## config.mk

```make
export PLATFORM = sky130hd
export DESIGN_NAME = adc_regs
export DESIGN_NICKNAME = d
export VERILOG_FILES = /design/src/logic/adc_pkg.sv /design/src/logic/adc_regs.sv
export SDC_FILE = /design/constraint.sdc
export NUM_CORES = 1
export LEC_CHECK = 0
export BUFFER_PORTS_ARGS = -buffer_cell sky130_fd_sc_hd__buf_2
export CAP_MARGIN = 20
export CORE_MARGIN = 3
export CORE_UTILIZATION = 55
export CTS_BUF_LIST = sky130_fd_sc_hd__clkbuf_16
export DETAILED_ROUTE_END_ITERATION = 8
export PLACE_DENSITY_LB_ADDON = 0.3
export SLEW_MARGIN = 20
export SYNTH_ARGS = -nofsm -noshare
export SYNTH_HDL_FRONTEND = slang
export SYNTH_SLANG_ARGS = --single-unit
```

## constraint.sdc

```tcl
create_clock -name clk_i -period 4.6 [get_ports clk_i]
set_input_delay 0 -clock clk_i [delete_from_list [all_inputs] [get_ports clk_i]]
set_output_delay 0 -clock clk_i [all_outputs]
set_load 0.01 [all_outputs]
```

## src/logic/adc_pkg.sv

```systemverilog
// adc_pkg: register map, field positions, defaults and timing constants
// for the stereo converter control register bank.
// assumes: a host-side control-port decoder delivers byte writes and reads.
package adc_pkg;
  localparam logic [3:0] ADDR_POWER = 4'h1;
  localparam logic [3:0] ADDR_LEFT_ANALOG = 4'h2;
  localparam logic [3:0] ADDR_RIGHT_ANALOG = 4'h3;
  localparam logic [3:0] ADDR_LEFT_DIGITAL = 4'h4;
  localparam logic [3:0] ADDR_RIGHT_DIGITAL = 4'h5;
  localparam logic [3:0] ADDR_TONE = 4'h6;
  localparam logic [3:0] ADDR_MODE = 4'h7;
  localparam logic [3:0] ADDR_ATTACK = 4'h8;

  localparam logic [7:0] RST_POWER = 8'hd2;
  localparam logic [7:0] RST_LEVEL = 8'h00;
  localparam logic [7:0] RST_ATTACK = 8'h10;
  localparam logic [7:0] POWER_RW_MASK = 8'hf3;

  // power register fields
  localparam int P_AUTOMUTE = 7;
  localparam int P_MODE_HI = 6;
  localparam int P_MODE_LO = 5;
  localparam int P_POP = 4;
  localparam int P_LOWPWR = 1;
  localparam int P_PORTEN = 0;
  // mode register fields
  localparam int M_LOW_HI = 7;
  localparam int M_LOW_LO = 6;
  localparam int M_HIGH_HI = 5;
  localparam int M_HIGH_LO = 4;
  localparam int M_LINK = 3;
  localparam int M_EMPH_HI = 2;
  localparam int M_EMPH_LO = 1;
  localparam int M_BYPASS = 0;

  localparam logic [1:0] TR_IMMEDIATE = 2'h0;
  localparam logic [1:0] TR_ZEROCROSS = 2'h1;
  localparam logic [1:0] TR_RAMPED = 2'h2;

  localparam logic [3:0] SHELF_MAX = 4'hc;
  localparam logic [4:0] ANALOG_MAX_DB = 5'h19;
  localparam logic signed [7:0] DIGITAL_MIN_DB = -8'sd96;
  localparam logic [9:0] ZC_TIMEOUT = 10'h200;
  localparam logic [5:0] ATTACK_NUM = 6'h20;
  localparam logic [7:0] POP_TOP = 8'hff;
  localparam logic [3:0] POP_SAMPLES = 4'h4;

  typedef enum logic [3:0] {
    PW_OFF = 4'b0001,
    PW_UP = 4'b0010,
    PW_ON = 4'b0100,
    PW_DOWN = 4'b1000
  } adc_pwr_t;

  typedef enum logic [1:0] {
    ZC_IDLE = 2'b01,
    ZC_WAIT = 2'b10
  } adc_zc_t;

  typedef struct packed {
    logic mute;
    logic signed [10:0] gain_eighths;
    logic [4:0] analog_db;
  } adc_chan_t;

  typedef struct packed {
    logic [3:0] low_level;
    logic [3:0] high_level;
    logic [1:0] low_corner;
    logic [1:0] high_corner;
    logic high_active;
    logic [1:0] emphasis;
    logic bypass;
    logic automute;
  } adc_tone_t;
endpackage : adc_pkg

```

## src/logic/adc_regs.sv

```systemverilog
// adc_regs: control register bank with level transitions, power/pop
// sequencing and the limiter attack-rate step generator.
// assumes: reg_* come from the control-port decoder in this clock domain;
// frame_tick_i pulses once per sample_frame_clock period.
// Function
// - pop suppression ramps quiescent level slowly during power-on and power-off.
// - low-power state while power-down set; register contents always retained.
// - power-down resets set; normal operation waits until host clears it.
// - setting port enable activates port and restores all settings to defaults.
// - analog attenuation is two's complement, 1 dB steps, 0 to -25 dB.
// - positive analog attenuation values behave exactly like zero.
// - level changes follow the selected soft-ramp / zero-cross mode.
// - digital gain is two's complement, 1 dB steps, +18 to -96 dB; positive codes are passed on unclamped, up to +127 dB.
// - digital gain below -96 dB mutes that channel.
// - shelf levels are unsigned 0..12 dB; codes above 12 clamp to 12.
// - treble boost and its corner have no effect in double speed.
// - bass corner codes 00/01/10 give 50/100/200 Hz; 11 reserved.
// - treble corner codes 00/01/10 give 2/4/7 kHz; 11 reserved.
// - link bit makes both outputs use channel A attenuation and gain.
// - emphasis field selects none, 44.1, 48 or 32 kHz filter.
// - emphasis is never applied in double speed mode.
// - bypass skips gain, mute, tone, limiter and mixing; analog stays.
// - attack rate is 32 over register value, frames per 1/8 dB step.
// - transition modes immediate, zero-cross, ramped; 512-sample zero-cross timeout.
`timescale 1ns/10ps
module adc_regs
  import adc_pkg::*;
(
  input wire logic clk_i, // 250 MHz clock
  input wire logic rstn_i, // synchronous reset, active low
  input wire logic reg_wr_i, // register write strobe
  input wire logic reg_rd_i, // register read strobe
  input wire logic [3:0] reg_addr_i, // register address
  input wire logic [7:0] reg_wdata_i, // write data
  output logic [7:0] reg_rdata_o, // read data, one cycle after read
  input wire logic frame_tick_i, // one pulse per sample frame
  input wire logic [1:0] zero_cross_i, // per-channel signal zero crossing
  input wire logic double_speed_i, // converter runs double speed
  input wire logic limiter_enable_i, // limiter enable from mixing register
  input wire logic limiter_clip_i, // limiter wants more attenuation
  output adc_chan_t headphone_out_left_o, // applied left settings
  output adc_chan_t headphone_out_right_o, // applied right settings
  output adc_tone_t tone_o, // effective tone and filter settings
  output logic low_power_o, // device held in low-power state
  output logic host_port_active_o, // control port enabled
  output logic [7:0] quiescent_level_o, // output quiescent bias level
  output logic [2:0] attack_steps_o // 1/8 dB attack steps this frame
);
  logic [7:0] power_q, power_d;
  logic [7:0] level_q [8], level_d [8];
  logic [7:0] rdata_q, rdata_d;
  logic [7:0] wr_val;
  logic port_on;

  function automatic logic [4:0] analog_db(input logic [7:0] code);
    logic [7:0] mag;
    mag = 8'h00 - code;
    if (!code[7]) analog_db = 5'h00;
    else if (mag > {3'h0, ANALOG_MAX_DB}) analog_db = ANALOG_MAX_DB;
    else analog_db = mag[4:0];
  endfunction : analog_db

  function automatic logic [3:0] shelf(input logic [3:0] code);
    shelf = (code > SHELF_MAX) ? SHELF_MAX : code;
  endfunction : shelf

  // register file, indexed by address 2..8; power register kept apart
  assign port_on = power_q[P_PORTEN];
  assign wr_val = reg_wdata_i;
  always_comb begin
    power_d = power_q;
    level_d = level_q;
    if (reg_wr_i && reg_addr_i == ADDR_POWER) begin
      if (wr_val[P_PORTEN] && !port_on) begin
        // enabling the port restores defaults but leaves it enabled
        power_d = RST_POWER | 8'h01;
        for (int i = 0; i < 8; i++) begin
          level_d[i] = (i == int'(ADDR_ATTACK[2:0])) ?
              RST_ATTACK : RST_LEVEL;
        end
      end else begin
        power_d = wr_val & POWER_RW_MASK;
      end
    end else if (reg_wr_i && reg_addr_i >= ADDR_LEFT_ANALOG &&
                 reg_addr_i <= ADDR_ATTACK) begin
      level_d[reg_addr_i[2:0]] = wr_val;
    end
    rdata_d = rdata_q;
    if (reg_rd_i) begin
      if (reg_addr_i == ADDR_POWER) rdata_d = power_q;
      else if (reg_addr_i >= ADDR_LEFT_ANALOG && reg_addr_i <= ADDR_ATTACK)
        rdata_d = level_q[reg_addr_i[2:0]];
      else rdata_d = 8'h00;
    end
  end

  always_ff @(posedge clk_i) begin
    if (!rstn_i) begin
      power_q <= RST_POWER;
      for (int i = 0; i < 8; i++) begin
        level_q[i] <= (i == int'(ADDR_ATTACK[2:0])) ? RST_ATTACK : RST_LEVEL;
      end
      rdata_q <= 8'h00;
    end else begin
      power_q <= power_d;
      level_q <= level_d;
      rdata_q <= rdata_d;
    end
  end

  assign reg_rdata_o = rdata_q;
  assign host_port_active_o = port_on;

  // power sequencing with optional slow bias ramp
  adc_pwr_t pwr_q, pwr_d;
  logic [7:0] bias_q, bias_d;
  logic [3:0] pop_cnt_q, pop_cnt_d;
  logic low_power_request, pop_en, pop_step;
  assign low_power_request = power_q[P_LOWPWR];
  assign pop_en = power_q[P_POP];
  assign pop_step = frame_tick_i && (pop_cnt_q == POP_SAMPLES - 4'h1);
  always_comb begin
    pwr_d = pwr_q;
    bias_d = bias_q;
    pop_cnt_d = pop_cnt_q;
    if (frame_tick_i) begin
      pop_cnt_d = pop_step ? 4'h0 : pop_cnt_q + 4'h1;
    end
    unique case (pwr_q)
      PW_OFF: if (!low_power_request) pwr_d = PW_UP;
      PW_UP: begin
        if (low_power_request) pwr_d = PW_DOWN;
        else if (!pop_en || bias_q == POP_TOP) begin
          bias_d = POP_TOP;
          pwr_d = PW_ON;
        end else if (pop_step) bias_d = bias_q + 8'h01;
      end
      PW_ON: if (low_power_request) pwr_d = PW_DOWN;
      PW_DOWN: begin
        if (!low_power_request) pwr_d = PW_UP;
        else if (!pop_en || bias_q == 8'h00) begin
          bias_d = 8'h00;
          pwr_d = PW_OFF;
        end else if (pop_step) bias_d = bias_q - 8'h01;
      end
    endcase
  end

  always_ff @(posedge clk_i) begin
    if (!rstn_i) begin
      pwr_q <= PW_OFF;
      bias_q <= 8'h00;
      pop_cnt_q <= 4'h0;
    end else begin
      pwr_q <= pwr_d;
      bias_q <= bias_d;
      pop_cnt_q <= pop_cnt_d;
    end
  end

  assign low_power_o = low_power_request || (pwr_q == PW_OFF);
  assign quiescent_level_o = bias_q;

  // per-channel level transitions
  logic link, bypass;
  logic [1:0] tmode;
  assign link = level_q[ADDR_MODE[2:0]][M_LINK];
  assign bypass = level_q[ADDR_MODE[2:0]][M_BYPASS];
  // ramping is not offered at double speed, so it falls back to zero-cross
  always_comb begin
    tmode = {power_q[P_MODE_HI], power_q[P_MODE_LO]};
    if (double_speed_i && tmode == TR_RAMPED) tmode = TR_ZEROCROSS;
  end

  adc_chan_t chan_q [2];
  for (genvar c = 0; c < 2; c++) begin : g_chan
    adc_zc_t zc_q, zc_d;
    logic [9:0] to_q, to_d;
    adc_chan_t cur_q, cur_d, tgt;
    logic [7:0] ana_code, dig_code;
    logic fire;
    assign ana_code = level_q[(link ? 0 : c) + 2];
    assign dig_code = level_q[(link ? 0 : c) + 4];
    always_comb begin
      tgt.analog_db = analog_db(ana_code);
      tgt.mute = !bypass && ($signed(dig_code) < DIGITAL_MIN_DB);
      tgt.gain_eighths = bypass ? 11'sd0 :
          11'($signed({{3{dig_code[7]}}, dig_code}) <<< 3);
      fire = zero_cross_i[c] || (frame_tick_i && to_q == ZC_TIMEOUT - 10'h1);
      cur_d = cur_q;
      zc_d = zc_q;
      to_d = to_q;
      unique case (zc_q)
        ZC_IDLE: begin
          to_d = 10'h0;
          if (tmode == TR_IMMEDIATE || tmode == 2'h3) begin
            cur_d = tgt;
          end else if (tmode == TR_RAMPED) begin
            cur_d.mute = tgt.mute;
            if (frame_tick_i && cur_q.gain_eighths < tgt.gain_eighths)
              cur_d.gain_eighths = cur_q.gain_eighths + 11'sd1;
            else if (frame_tick_i && cur_q.gain_eighths > tgt.gain_eighths)
              cur_d.gain_eighths = cur_q.gain_eighths - 11'sd1;
            if (cur_q.analog_db != tgt.analog_db) zc_d = ZC_WAIT;
          end else if (cur_q != tgt) begin
            zc_d = ZC_WAIT;
          end
        end
        ZC_WAIT: begin
          if (frame_tick_i) to_d = to_q + 10'h1;
          if (fire) begin
            zc_d = ZC_IDLE;
            if (tmode == TR_RAMPED) begin
              // analog moves one dB per crossing while ramping
              if (cur_q.analog_db < tgt.analog_db)
                cur_d.analog_db = cur_q.analog_db + 5'h1;
              else if (cur_q.analog_db > tgt.analog_db)
                cur_d.analog_db = cur_q.analog_db - 5'h1;
            end else begin
              cur_d = tgt;
            end
          end
        end
        default: zc_d = ZC_IDLE;
      endcase
    end
    always_ff @(posedge clk_i) begin
      if (!rstn_i) begin
        zc_q <= ZC_IDLE;
        to_q <= 10'h0;
        cur_q <= '0;
      end else begin
        zc_q <= zc_d;
        to_q <= to_d;
        cur_q <= cur_d;
      end
    end
    assign chan_q[c] = cur_q;
  end

  assign headphone_out_left_o = chan_q[0];
  assign headphone_out_right_o = chan_q[1];

  // effective tone and filter selections, registered
  adc_tone_t tone_q, tone_d;
  logic [7:0] tone_reg, mode_reg;
  assign tone_reg = level_q[ADDR_TONE[2:0]];
  assign mode_reg = level_q[ADDR_MODE[2:0]];
  always_comb begin
    tone_d.bypass = bypass;
    tone_d.automute = power_q[P_AUTOMUTE] && !bypass;
    tone_d.low_level = bypass ? 4'h0 : shelf(tone_reg[7:4]);
    tone_d.high_level = (bypass || double_speed_i) ? 4'h0 :
        shelf(tone_reg[3:0]);
    tone_d.low_corner = {mode_reg[M_LOW_HI], mode_reg[M_LOW_LO]};
    tone_d.high_corner = {mode_reg[M_HIGH_HI], mode_reg[M_HIGH_LO]};
    tone_d.high_active = !double_speed_i && !bypass;
    tone_d.emphasis = double_speed_i ? 2'h0 :
        {mode_reg[M_EMPH_HI], mode_reg[M_EMPH_LO]};
  end

  // attack: add the rate value each frame, one step per 32 accumulated
  logic [8:0] acc_q, acc_d, acc_sum;
  logic [2:0] steps_q, steps_d;
  logic lim_run;
  assign lim_run = limiter_enable_i && limiter_clip_i && !bypass;
  always_comb begin
    acc_sum = {4'h0, acc_q[4:0]} + {1'b0, level_q[ADDR_ATTACK[2:0]]};
    acc_d = acc_q;
    steps_d = 3'h0;
    if (!lim_run) begin
      acc_d = 9'h0;
    end else if (frame_tick_i) begin
      steps_d = acc_sum[7:5];
      acc_d = {4'h0, acc_sum[4:0]};
    end
  end

  always_ff @(posedge clk_i) begin
    if (!rstn_i) begin
      tone_q <= '0;
      acc_q <= 9'h0;
      steps_q <= 3'h0;
    end else begin
      tone_q <= tone_d;
      acc_q <= acc_d;
      steps_q <= steps_d;
    end
  end

  assign tone_o = tone_q;
  assign attack_steps_o = steps_q;
endmodule : adc_regs

```

==> impl_metrics.json, run 1 <==
{
  "status": "finished, final reports clean",
  "insertedDiodeCount": 0,
  "dp_hpwl_mm": 20.56,
  "cts.htree.levels": 4,
  "avgSynthCellArea_um2": 8.122,
  "pin_count": 94,
  "cp_top_family": "compound AO/OA/AOI/OAI gates",
  "wl_met3_mm": 2.130,
  "gp_congestion": 0.9714,
  "worst_ep_arrival_time_ns": 4.65,
  "cts_inserted_buffers": 17,
  "p_sw_mw": 2.302,
  "seqPwrFrac": 0.300,
  "synth-main-ff-cell": "dfxtp_1",
  "ant_nets": 0,
  "grt_first_pass_wirelength_mm": 47.01,
  "grtUsageTotal": 0.2811,
  "regMostFlops": "level_q",
  "critPathBufInv": 0,
  "synth_edf_count": 0,
  "ctsLongestPathBuffers": 2,
  "area_growth_pct": 13.73,
  "power.total_mw": 5.794,
  "drt_first_iter_violations": 868,
  "setup_viol": 0,
  "drv_cap": 0,
  "antenna_found_initial": 0,
  "reg_top3": "level_q (40), g_chan.to_q (20)",
  "pwr-share-comb": 0.439,
  "dr_wl_met2_mm": 13.61,
  "critPathKind": "flop to flop",
  "fin_worst_skew_ns": 0.01521,
  "intPower_mw": 3.491,
  "p_clk_frac": 0.261,
  "ys_types": 75,
  "tightestPinTransition_ns": 1.031,
  "critPathSlowestCell": "fa_1",
  "routedLengthMet1_mm": 12.76,
  "crit_path_max_incr_delay_ns": 0.43,
  "cts_sinks": 169,
  "wl_per_cell_um": 18.37,
  "grt_max_degree": 60,
  "syn-instance-count": 1282,
  "cp_max_fo": 5,
  "power_density_nw_per_um2": 489.2,
  "end_kind": "flop",
  "fin_tns_setup_ns": 0,
  "timing.final.crit_share": 0.9401,
  "synthArstFlopShare": 0,
  "dieArea_um2": 20620,
  "syn-num-nets": 1383,
  "clock_latency_ns": 0.45,
  "holdCritPathClass": "input pin to flop",
  "final_nets": 1457,
  "vias_per_cell": 6.323,
  "die_x_um": 143.6,
  "dr.max_layer_used": "met4",
  "drc_errors": 0,
  "maxSlewViolCount": 0,
  "drt-pass1-iter-count": 6,
  "syn-cell-area_um2": 10410,
  "layout_common_cells": "166 x dfxtp_1, 147 x nor2_1, 122 x nand2_1",
  "grt-ovfl-total": 0,
  "fillers": 1586,
  "finalCriticalPeriod_ns": 4.324,
  "slew_headroom": 0.3072,
  "clk_pin_slew_ns": 0.08,
  "ys.warnings.count": 0,
  "portBuffers": 93,
  "p_leak_nw": 4.957,
  "cts_root_buf": "clkbuf_16",
  "route.vias.total": 10100,
  "ys_ff_latch": 169,
  "peakVddDrop_v": 0.0006992,
  "cp_cell_sequence": "mux2i_2, ha_2, nor4b_2, a31o_2, a41oi_1, a311oi_2, nand3_1, ha_1, nor2b_1, o211ai_1, a31oi_4, fa_1, a21o_1, a21oi_1, xor2_1, xnor2_1, o2111ai_1, o21ai_0",
  "max_freq_ghz": 0.2313,
  "drt-total-wl_mm": 29.36,
  "p_sw_frac": 0.3974,
  "core_um2": 18270,
  "grt_pass1_vias": 9321,
  "worstSetupStartpointType": "flop",
  "drive_above_1_share": 0.1293,
  "mostFrequentLayoutCell": "dfxtp_1",
  "initial_core_util": 0.5699,
  "rows": 49,
  "largest_register_ff_count": 40,
  "finalHoldViolCount": 0,
  "tritoncts": "done",
  "crit_required_ns": 4.93,
  "yosysSeqAreaShare": 0.3249,
  "die_y_um": 143.6
}
-- synthesized netlist by cell type, types with 29 or more instances --
master / count / share of area
clkbuf_1: 54 / 0.019
a21oi_1: 89 / 0.043
nor2b_1: 29 / 0.017
nand2_1: 122 / 0.044
nor2_1: 147 / 0.053
o21ai_0: 63 / 0.030
nand3_1: 29 / 0.014
nor3_1: 30 / 0.014
a22oi_1: 47 / 0.034
inv_1: 45 / 0.016
ha_1: 74 / 0.089
dfxtp_1: 169 / 0.32
mux2i_1: 42 / 0.040
-- per-stage QoR --
stage	cells	hold slack [ns]	util	cell area, µm²	worst slack [ns]
after global placement	1546	0.2580	0.6015	10990	0.2475
final	1598	0.02248	0.6482	11840	0.2757
after floorplan	1282	0.07679	-	10430	0.01730
after detailed placement	1546	0.2681	0.6015	10990	0.09661
after global routing	1598	0.04106	0.6482	11840	-0.02460
after CTS	1595	0.004815	0.6453	11790	0.007077
-- per-layer routing --
| layer | global-route usage | vias up |
|---|---|---|
| li1 | - | 4827 |
| met1 | 0.3780 | 4803 |
| met2 | 0.4553 | 403 |
| met3 | 0.05557 | 71 |
| met4 | 0.09217 | 0 |
| met5 | 0 | - |
-- kinds of logic after synthesis --
| group | after synthesis | synth area share |
|---|---|---|
| AO/OA/AOI/OAI | 363 | 0.2311 |
| XOR/XNOR | 35 | 0.03076 |
| adder cells (fa/ha/maj) | 79 | 0.09853 |
| buffers and inverters | 114 | 0.04194 |
| flip-flops | 169 | 0.3249 |
| multiplexers | 58 | 0.05984 |
| AND/OR/NAND/NOR | 464 | 0.2129 |
-- area by class of cell --
| cell class | count | area (µm²) | area share |
|---|---|---|---|
| Inverter | 47 | 177.7 | 0.01500 |
| Clock buffer | 17 | 425.4 | 0.03592 |
| Timing Repair Buffer | 122 | 725.7 | 0.06128 |
| Multi-Input combinational cell | 999 | 6636 | 0.5604 |
| Tap cell | 229 | 286.5 | 0.02419 |
| Clock inverter | 15 | 203.9 | 0.01722 |
| Sequential cell | 169 | 3387 | 0.2860 |
-- timing repair --
| item | in CTS | in global routing |
|---|---|---|
| gates resized for setup | 0 | 8 |
| buffers inserted | 0 | 3 |
| hold buffers | 17 | 0 |
| endpoints found under the setup margin | 0 | 3 |
| endpoints found under the hold margin | 36 | 0 |
-- worst register-to-register path, cell delays in order (launching register included) --
cell	delay, ns
dfxtp_2	0.38
mux2i_2	0.27
ha_2	0.27
nor4b_2	0.23
a31o_2	0.17
a41oi_1	0.19
a311oi_2	0.31
nand3_1	0.15
ha_1	0.30
nor2b_1	0.13
o211ai_1	0.30
a31oi_4	0.18
fa_1	0.43
a21o_1	0.18
a21oi_1	0.17
xor2_1	0.19
xnor2_1	0.08
o2111ai_1	0.17
o21ai_0	0.10
-- worst paths after layout --
path	from	depth (start not counted)	slack (ns)	to
min	reg_wr_i	4	0.02	power_q[5]
min reg2reg	mode_reg[6]	2	0.46	tone_o[7]
max	mode_reg[3]	18	0.28	headphone_out_right_o[4]
max reg2reg	mode_reg[3]	18	0.28	headphone_out_right_o[4]
-- power groups by stage --
| stage | Clock [mW] | Combinational (mW) | Sequential [mW] |
|---|---|---|---|
| finish | 1.51 | 2.55 | 1.74 |
| global route | 1.59 | 2.86 | 1.76 |
| CTS | 1.53 | 2.52 | 1.74 |
| detailed placement | 0 | 2.48 | 1.77 |
| global placement | 0 | 2.43 | 1.77 |
| floorplan | 0 | 1.97 | 1.74 |
No activity file was read; power rests on OpenSTA's default activity.
==> run 2: changes to the inputs <==
Settings changed: RECOVER_POWER set to 100.
==> impl_metrics.json, run 2 (synthesized netlist as in run 1, its figures left out) <==
{
  "dieArea_um2": 20620,
  "critPathBufInv": 0,
  "max_freq_ghz": 0.2318,
  "drive_above_1_share": 0.07085,
  "mostFrequentLayoutCell": "dfxtp_1",
  "cts_root_buf": "clkbuf_16",
  "cp_top_family": "compound AO/OA/AOI/OAI gates",
  "regMostFlops": "level_q",
  "cts_sinks": 169,
  "final_nets": 1457,
  "portBuffers": 93,
  "core_um2": 18270,
  "fillers": 1630,
  "drt-pass1-iter-count": 6,
  "cp_max_fo": 5,
  "gp_congestion": 0.9714,
  "worst_ep_arrival_time_ns": 4.64,
  "drc_errors": 0,
  "cts.htree.levels": 4,
  "whs_ns": 0.01504,
  "grt-ovfl-total": 0,
  "largest_register_ff_count": 40,
  "critPathSlowestCell": "fa_1",
  "cp_cell_sequence": "mux2i_2, ha_2, nor4b_2, a31o_2, a41oi_1, a311oi_2, nand3_1, ha_1, nor2b_1, o211ai_1, a31oi_4, fa_1, a21o_1, a21oi_1, xor2_1, xnor2_1, o2111ai_1, o21ai_0",
  "p_clk_frac": 0.262,
  "whs_path_depth": 4,
  "fin_worst_skew_ns": 0.01115,
  "die_x_um": 143.6,
  "grtUsageTotal": 0.2811,
  "violations": "capacitance limit, slew limit",
  "rows": 49,
  "wl_per_cell_um": 18.43,
  "insertedDiodeCount": 0,
  "drv_cap": 2,
  "peakVddDrop_v": 0.0006931,
  "grt_max_degree": 60,
  "p_sw_frac": 0.3994,
  "pwr-share-comb": 0.437,
  "place_area_um2": 10990,
  "intPower_mw": 3.470,
  "worstSetupStartpointType": "flop",
  "maxSlewViolCount": 92,
  "setup_viol": 0,
  "drt-total-wl_mm": 29.45,
  "power_density_nw_per_um2": 493.7,
  "route.vias.total": 10060,
  "grt_first_pass_wirelength_mm": 47.01,
  "drt_first_iter_violations": 971,
  "clock_latency_ns": 0.45,
  "stdcell_area_um2": 11700,
  "clk_pin_slew_ns": 0.08,
  "r2r_cells": 18,
  "antenna_found_initial": 0,
  "slew_headroom": -0.8065,
  "regArea_um2": 3387,
  "die_y_um": 143.6,
  "area_growth_pct": 12.39,
  "end_kind": "flop",
  "reg_top3": "level_q (40), g_chan.to_q (20)",
  "finalCriticalPeriod_ns": 4.314,
  "timing.final.crit_share": 0.9378,
  "layout_common_cells": "166 x dfxtp_1, 147 x nor2_1, 122 x nand2_1",
  "seqPwrFrac": 0.301,
  "initial_core_util": 0.5699,
  "dp_hpwl_mm": 20.56,
  "cp.depth": 18,
  "grt_pass1_vias": 9321,
  "p_leak_nw": 4.631,
  "crit_path_max_incr_delay_ns": 0.43,
  "holdCritPathClass": "input pin to flop",
  "cts_inserted_buffers": 17,
  "ant_nets": 0,
  "tightestPinTransition_ns": 2.710,
  "multiInputGateArea_um2": 6600,
  "crit_required_ns": 4.93,
  "status": "complete, but fails checks",
  "ctsLongestPathBuffers": 2,
  "critPathKind": "flop to flop",
  "tritoncts": "done",
  "vias_per_cell": 6.295,
  "p_sw_mw": 2.307,
  "finalHoldViolCount": 0,
  "pin_count": 94
}
[run 2: layout make-up]
cell class | count | area share
Multi-Input combinational cell | 999 | 0.5640
Sequential cell | 169 | 0.2894
Timing Repair Buffer | 122 | 0.05314
Clock buffer | 17 | 0.03635
Tap cell | 229 | 0.02448
Clock inverter | 15 | 0.01743
Inverter | 47 | 0.01518
[run 2: metal layers]
metal  up-vias  routed length [µm]  track usage
li1       4821                   -            -
met1      4745               12850       0.3780
met2       421               13610       0.4553
met3        73                2155      0.05557
met4         0                 833      0.09217
met5         -                   0            0
[run 2: through the flow]
step,worst slack (ns),utilization,std cells,power [mW],setup TNS (ns)
after floorplan,0.01730,-,1282,3.707,0
after global placement,0.2475,0.6015,1546,4.193,0
after detailed placement,0.09661,0.6015,1546,4.252,0
after CTS,0.007077,0.6453,1595,5.783,0
after global routing,-0.02461,0.6405,1598,6.185,-0.02461
final,0.2861,0.6405,1598,5.777,0
[run 2: power groups by stage]
stage,clock network [mW],logic (mW),registers [mW]
after floorplan,0,1.97,1.74
after global placement,0,2.43,1.77
after detailed placement,0,2.48,1.77
after CTS,1.53,2.52,1.74
after global routing,1.59,2.84,1.76
final,1.51,2.52,1.74
[run 2: final timing paths]
check,from,end,slack [ns]
worst min register to register,mode_reg[6],tone_o[7],0.47
worst max-delay path,mode_reg[3],headphone_out_right_o[4],0.29
worst max register to register,mode_reg[3],headphone_out_right_o[4],0.29
worst min-delay path,reg_wr_i,power_q[5],0.02
[run 2: worst min-delay path: cells and delay by family]
| family | cells | cell delay [ns] |
|---|---|---|
| AO/OA/AOI/OAI | 1 | 0.07 |
| AND/OR/NAND/NOR | 2 | 0.22 |
| buffers and inverters | 1 | 0.12 |
[run 2: timing repair]
action,CTS,global route
hold buffers,17,0
resized for setup,0,8
hold endpoints to repair,36,0
endpoints found under the setup margin,0,3
buffers inserted,0,3
==> run 3: changes to the inputs <==
Settings changed: CTS_BUF_LIST sky130_fd_sc_hd__clkbuf_16 to unset.
Clock period 4.6 ns to 4.9 ns, I/O delays scaled along.
==> impl_metrics.json, run 3 (synthesized netlist as in run 1, its figures left out) <==
{
  "grt_first_pass_wirelength_mm": 46.88,
  "timing.final.crit_share": 0.9261,
  "end_kind": "flop",
  "violations": "capacitance limit, slew limit",
  "dr_wl_met2_mm": 13.27,
  "pre_cts_slack_ns": 0.1634,
  "routedLengthMet1_mm": 12.78,
  "crit-reg2reg-launch": "mode_reg[3]",
  "holdCritPathClass": "input pin to flop",
  "slew_headroom": -0.8972,
  "vias_per_cell": 6.281,
  "rows": 49,
  "antenna_found_initial": 0,
  "mostFrequentLayoutCell": "dfxtp_1",
  "whs_ns": 0.01491,
  "grt_max_degree": 62,
  "grt-ovfl-total": 0,
  "peakVddDrop_v": 0.0006924,
  "max_freq_ghz": 0.2204,
  "portBuffers": 93,
  "fin_worst_skew_ns": 0.01673,
  "power_density_nw_per_um2": 462.4,
  "drt_first_iter_violations": 944,
  "critPathBufInv": 0,
  "core_um2": 18270,
  "crit_start": "mode_reg[3]",
  "cts_inserted_buffers": 17,
  "ant_nets": 0,
  "insertedDiodeCount": 0,
  "cts.htree.levels": 4,
  "wl_met3_mm": 2.275,
  "finalCriticalPeriod_ns": 4.538,
  "drt-total-wl_mm": 29.02,
  "p_sw_frac": 0.3979,
  "finalHoldViolCount": 0,
  "ctsLongestPathBuffers": 2,
  "r2r_end": "headphone_out_right_o[4]",
  "initial_core_util": 0.5699,
  "path_common_cell": "ha_1",
  "p_sw_mw": 2.151,
  "regMostFlops": "level_q",
  "timing.final.ws_setup_ns": 0.3621,
  "rsz0062_at_grt": "false",
  "route.vias.total": 10010,
  "worst_ep_arrival_time_ns": 4.85,
  "die_x_um": 143.6,
  "seqPwrFrac": 0.302,
  "maxSlewViolCount": 130,
  "status": "complete, but fails checks",
  "cp_cell_sequence": "mux2i_2, ha_1, nor4b_2, a31o_2, a41oi_1, a311oi_2, nand3_1, ha_1, nor2b_1, o211ai_1, a31oi_2, fa_1, a21o_1, a21oi_1, xor2_1, xnor2_1, o2111ai_1, o21ai_0",
  "drv_cap": 3,
  "critPathKind": "flop to flop",
  "grt_pass1_vias": 9183,
  "pin_count": 94,
  "cp_max_fo": 5,
  "dr.max_layer_used": "met4",
  "clk_pin_slew_ns": 0.08,
  "area_growth_pct": 12.29,
  "cp-endpoint": "headphone_out_right_o[4]",
  "fin_tns_setup_ns": 0,
  "dp_hpwl_mm": 20.25,
  "tritoncts": "done",
  "crit_path_max_incr_delay_ns": 0.45,
  "cts_sinks": 169,
  "cp_top_family": "compound AO/OA/AOI/OAI gates",
  "r2r_slack_ns": 0.36,
  "min-delay-start": "reg_wr_i",
  "place_area_um2": 10960,
  "drt-pass1-iter-count": 8,
  "die_y_um": 143.6,
  "p_clk_frac": 0.262,
  "r2r_cells": 18,
  "tightestPinTransition_ns": 2.846,
  "cts_root_buf": "clkbuf_16",
  "p_leak_nw": 4.610,
  "reg_top3": "level_q (40), g_chan.to_q (20)",
  "wl_per_cell_um": 18.20,
  "gp_congestion": 0.9832,
  "dieArea_um2": 20620,
  "layout_common_cells": "169 x dfxtp_1, 147 x nor2_1, 122 x nand2_1",
  "pwr-share-comb": 0.435,
  "critPathSlowestCell": "fa_1",
  "crit_required_ns": 5.21,
  "clock_latency_ns": 0.44,
  "drive_above_1_share": 0.06667,
  "grtUsageTotal": 0.2798,
  "largest_register_ff_count": 40,
  "drc_errors": 0,
  "final_nets": 1453,
  "stdcell_area_um2": 11690,
  "worstSetupStartpointType": "flop",
  "setup_viol": 0,
  "cp.depth": 18,
  "intPower_mw": 3.256
}
==> run 3: cell types whose count changed in the layout (fill, tap and decap cells not counted), sizes merged <==
cell	before	now
clkbuf	94	93
inv	54	52
buf	28	25
clkinv	7	9
==> run 3: layer usage <==
metal | GRT usage | vias up
li1 | - | 4812
met1 | 0.3851 | 4662
met2 | 0.4425 | 467
met3 | 0.05657 | 71
met4 | 0.09019 | 0
met5 | 0 | -
==> run 3: power by group through the flow <==
| stage | Combinational (mW) | Clock, mW | Sequential [mW] |
|---|---|---|---|
| after global placement | 2.27 | 0 | 1.66 |
| after CTS | 2.35 | 1.43 | 1.63 |
| after floorplan | 1.84 | 0 | 1.63 |
| after detailed placement | 2.31 | 0 | 1.66 |
| after global routing | 2.63 | 1.49 | 1.65 |
| final | 2.35 | 1.42 | 1.64 |
==> run 3: final cells by class <==
type	instances	area, µm²
fillers	1593	6578
clock buffers	17	425.4
clock inverters	15	211.5
multi-input cells	999	6615
flip-flops and latches	169	3383
well taps	229	286.5
repair buffers	118	593.1
inverters	47	177.7
==> run 3: how the worst min path moves through the flow <==
stage / end / slack (ns) / depth (start not counted)
final: power_q[5] / 0.01 / 4
after global routing: power_q[4] / 0.03 / 4
after detailed placement: power_q[7] / 0.26 / 3
after floorplan: tone_o[2] / 0.08 / 1
after CTS: power_q[5] / 0.01 / 4
after global placement: power_q[1] / 0.26 / 3
==> run 3: what timing repair did <==
item / in CTS / in global routing
endpoints found under the hold margin: 34 / 0
resized for setup: 0 / 4
hold buffers: 17 / 0
setup buffers: 0 / 1
setup endpoints to repair: 0 / 2
==> run 3: worst reg2reg max path: stages (launching register included) <==
cell       delay, ns
dfxtp_1         0.40
mux2i_2         0.29
ha_1            0.27
nor4b_2         0.24
a31o_2          0.16
a41oi_1         0.22
a311oi_2        0.39
nand3_1         0.17
ha_1            0.31
nor2b_1         0.15
o211ai_1        0.27
a31oi_2         0.23
fa_1            0.45
a21o_1          0.17
a21oi_1         0.16
xor2_1          0.19
xnor2_1         0.08
o2111ai_1       0.16
o21ai_0         0.10
==> run 3: stage by stage <==
stage / utilization / power [mW] / cells
floorplan: - / 3.476 / 1282
global placement: 0.5998 / 3.922 / 1544
detailed placement: 0.5998 / 3.972 / 1544
CTS: 0.6440 / 5.404 / 1593
global route: 0.6400 / 5.771 / 1594
finish: 0.6400 / 5.407 / 1594
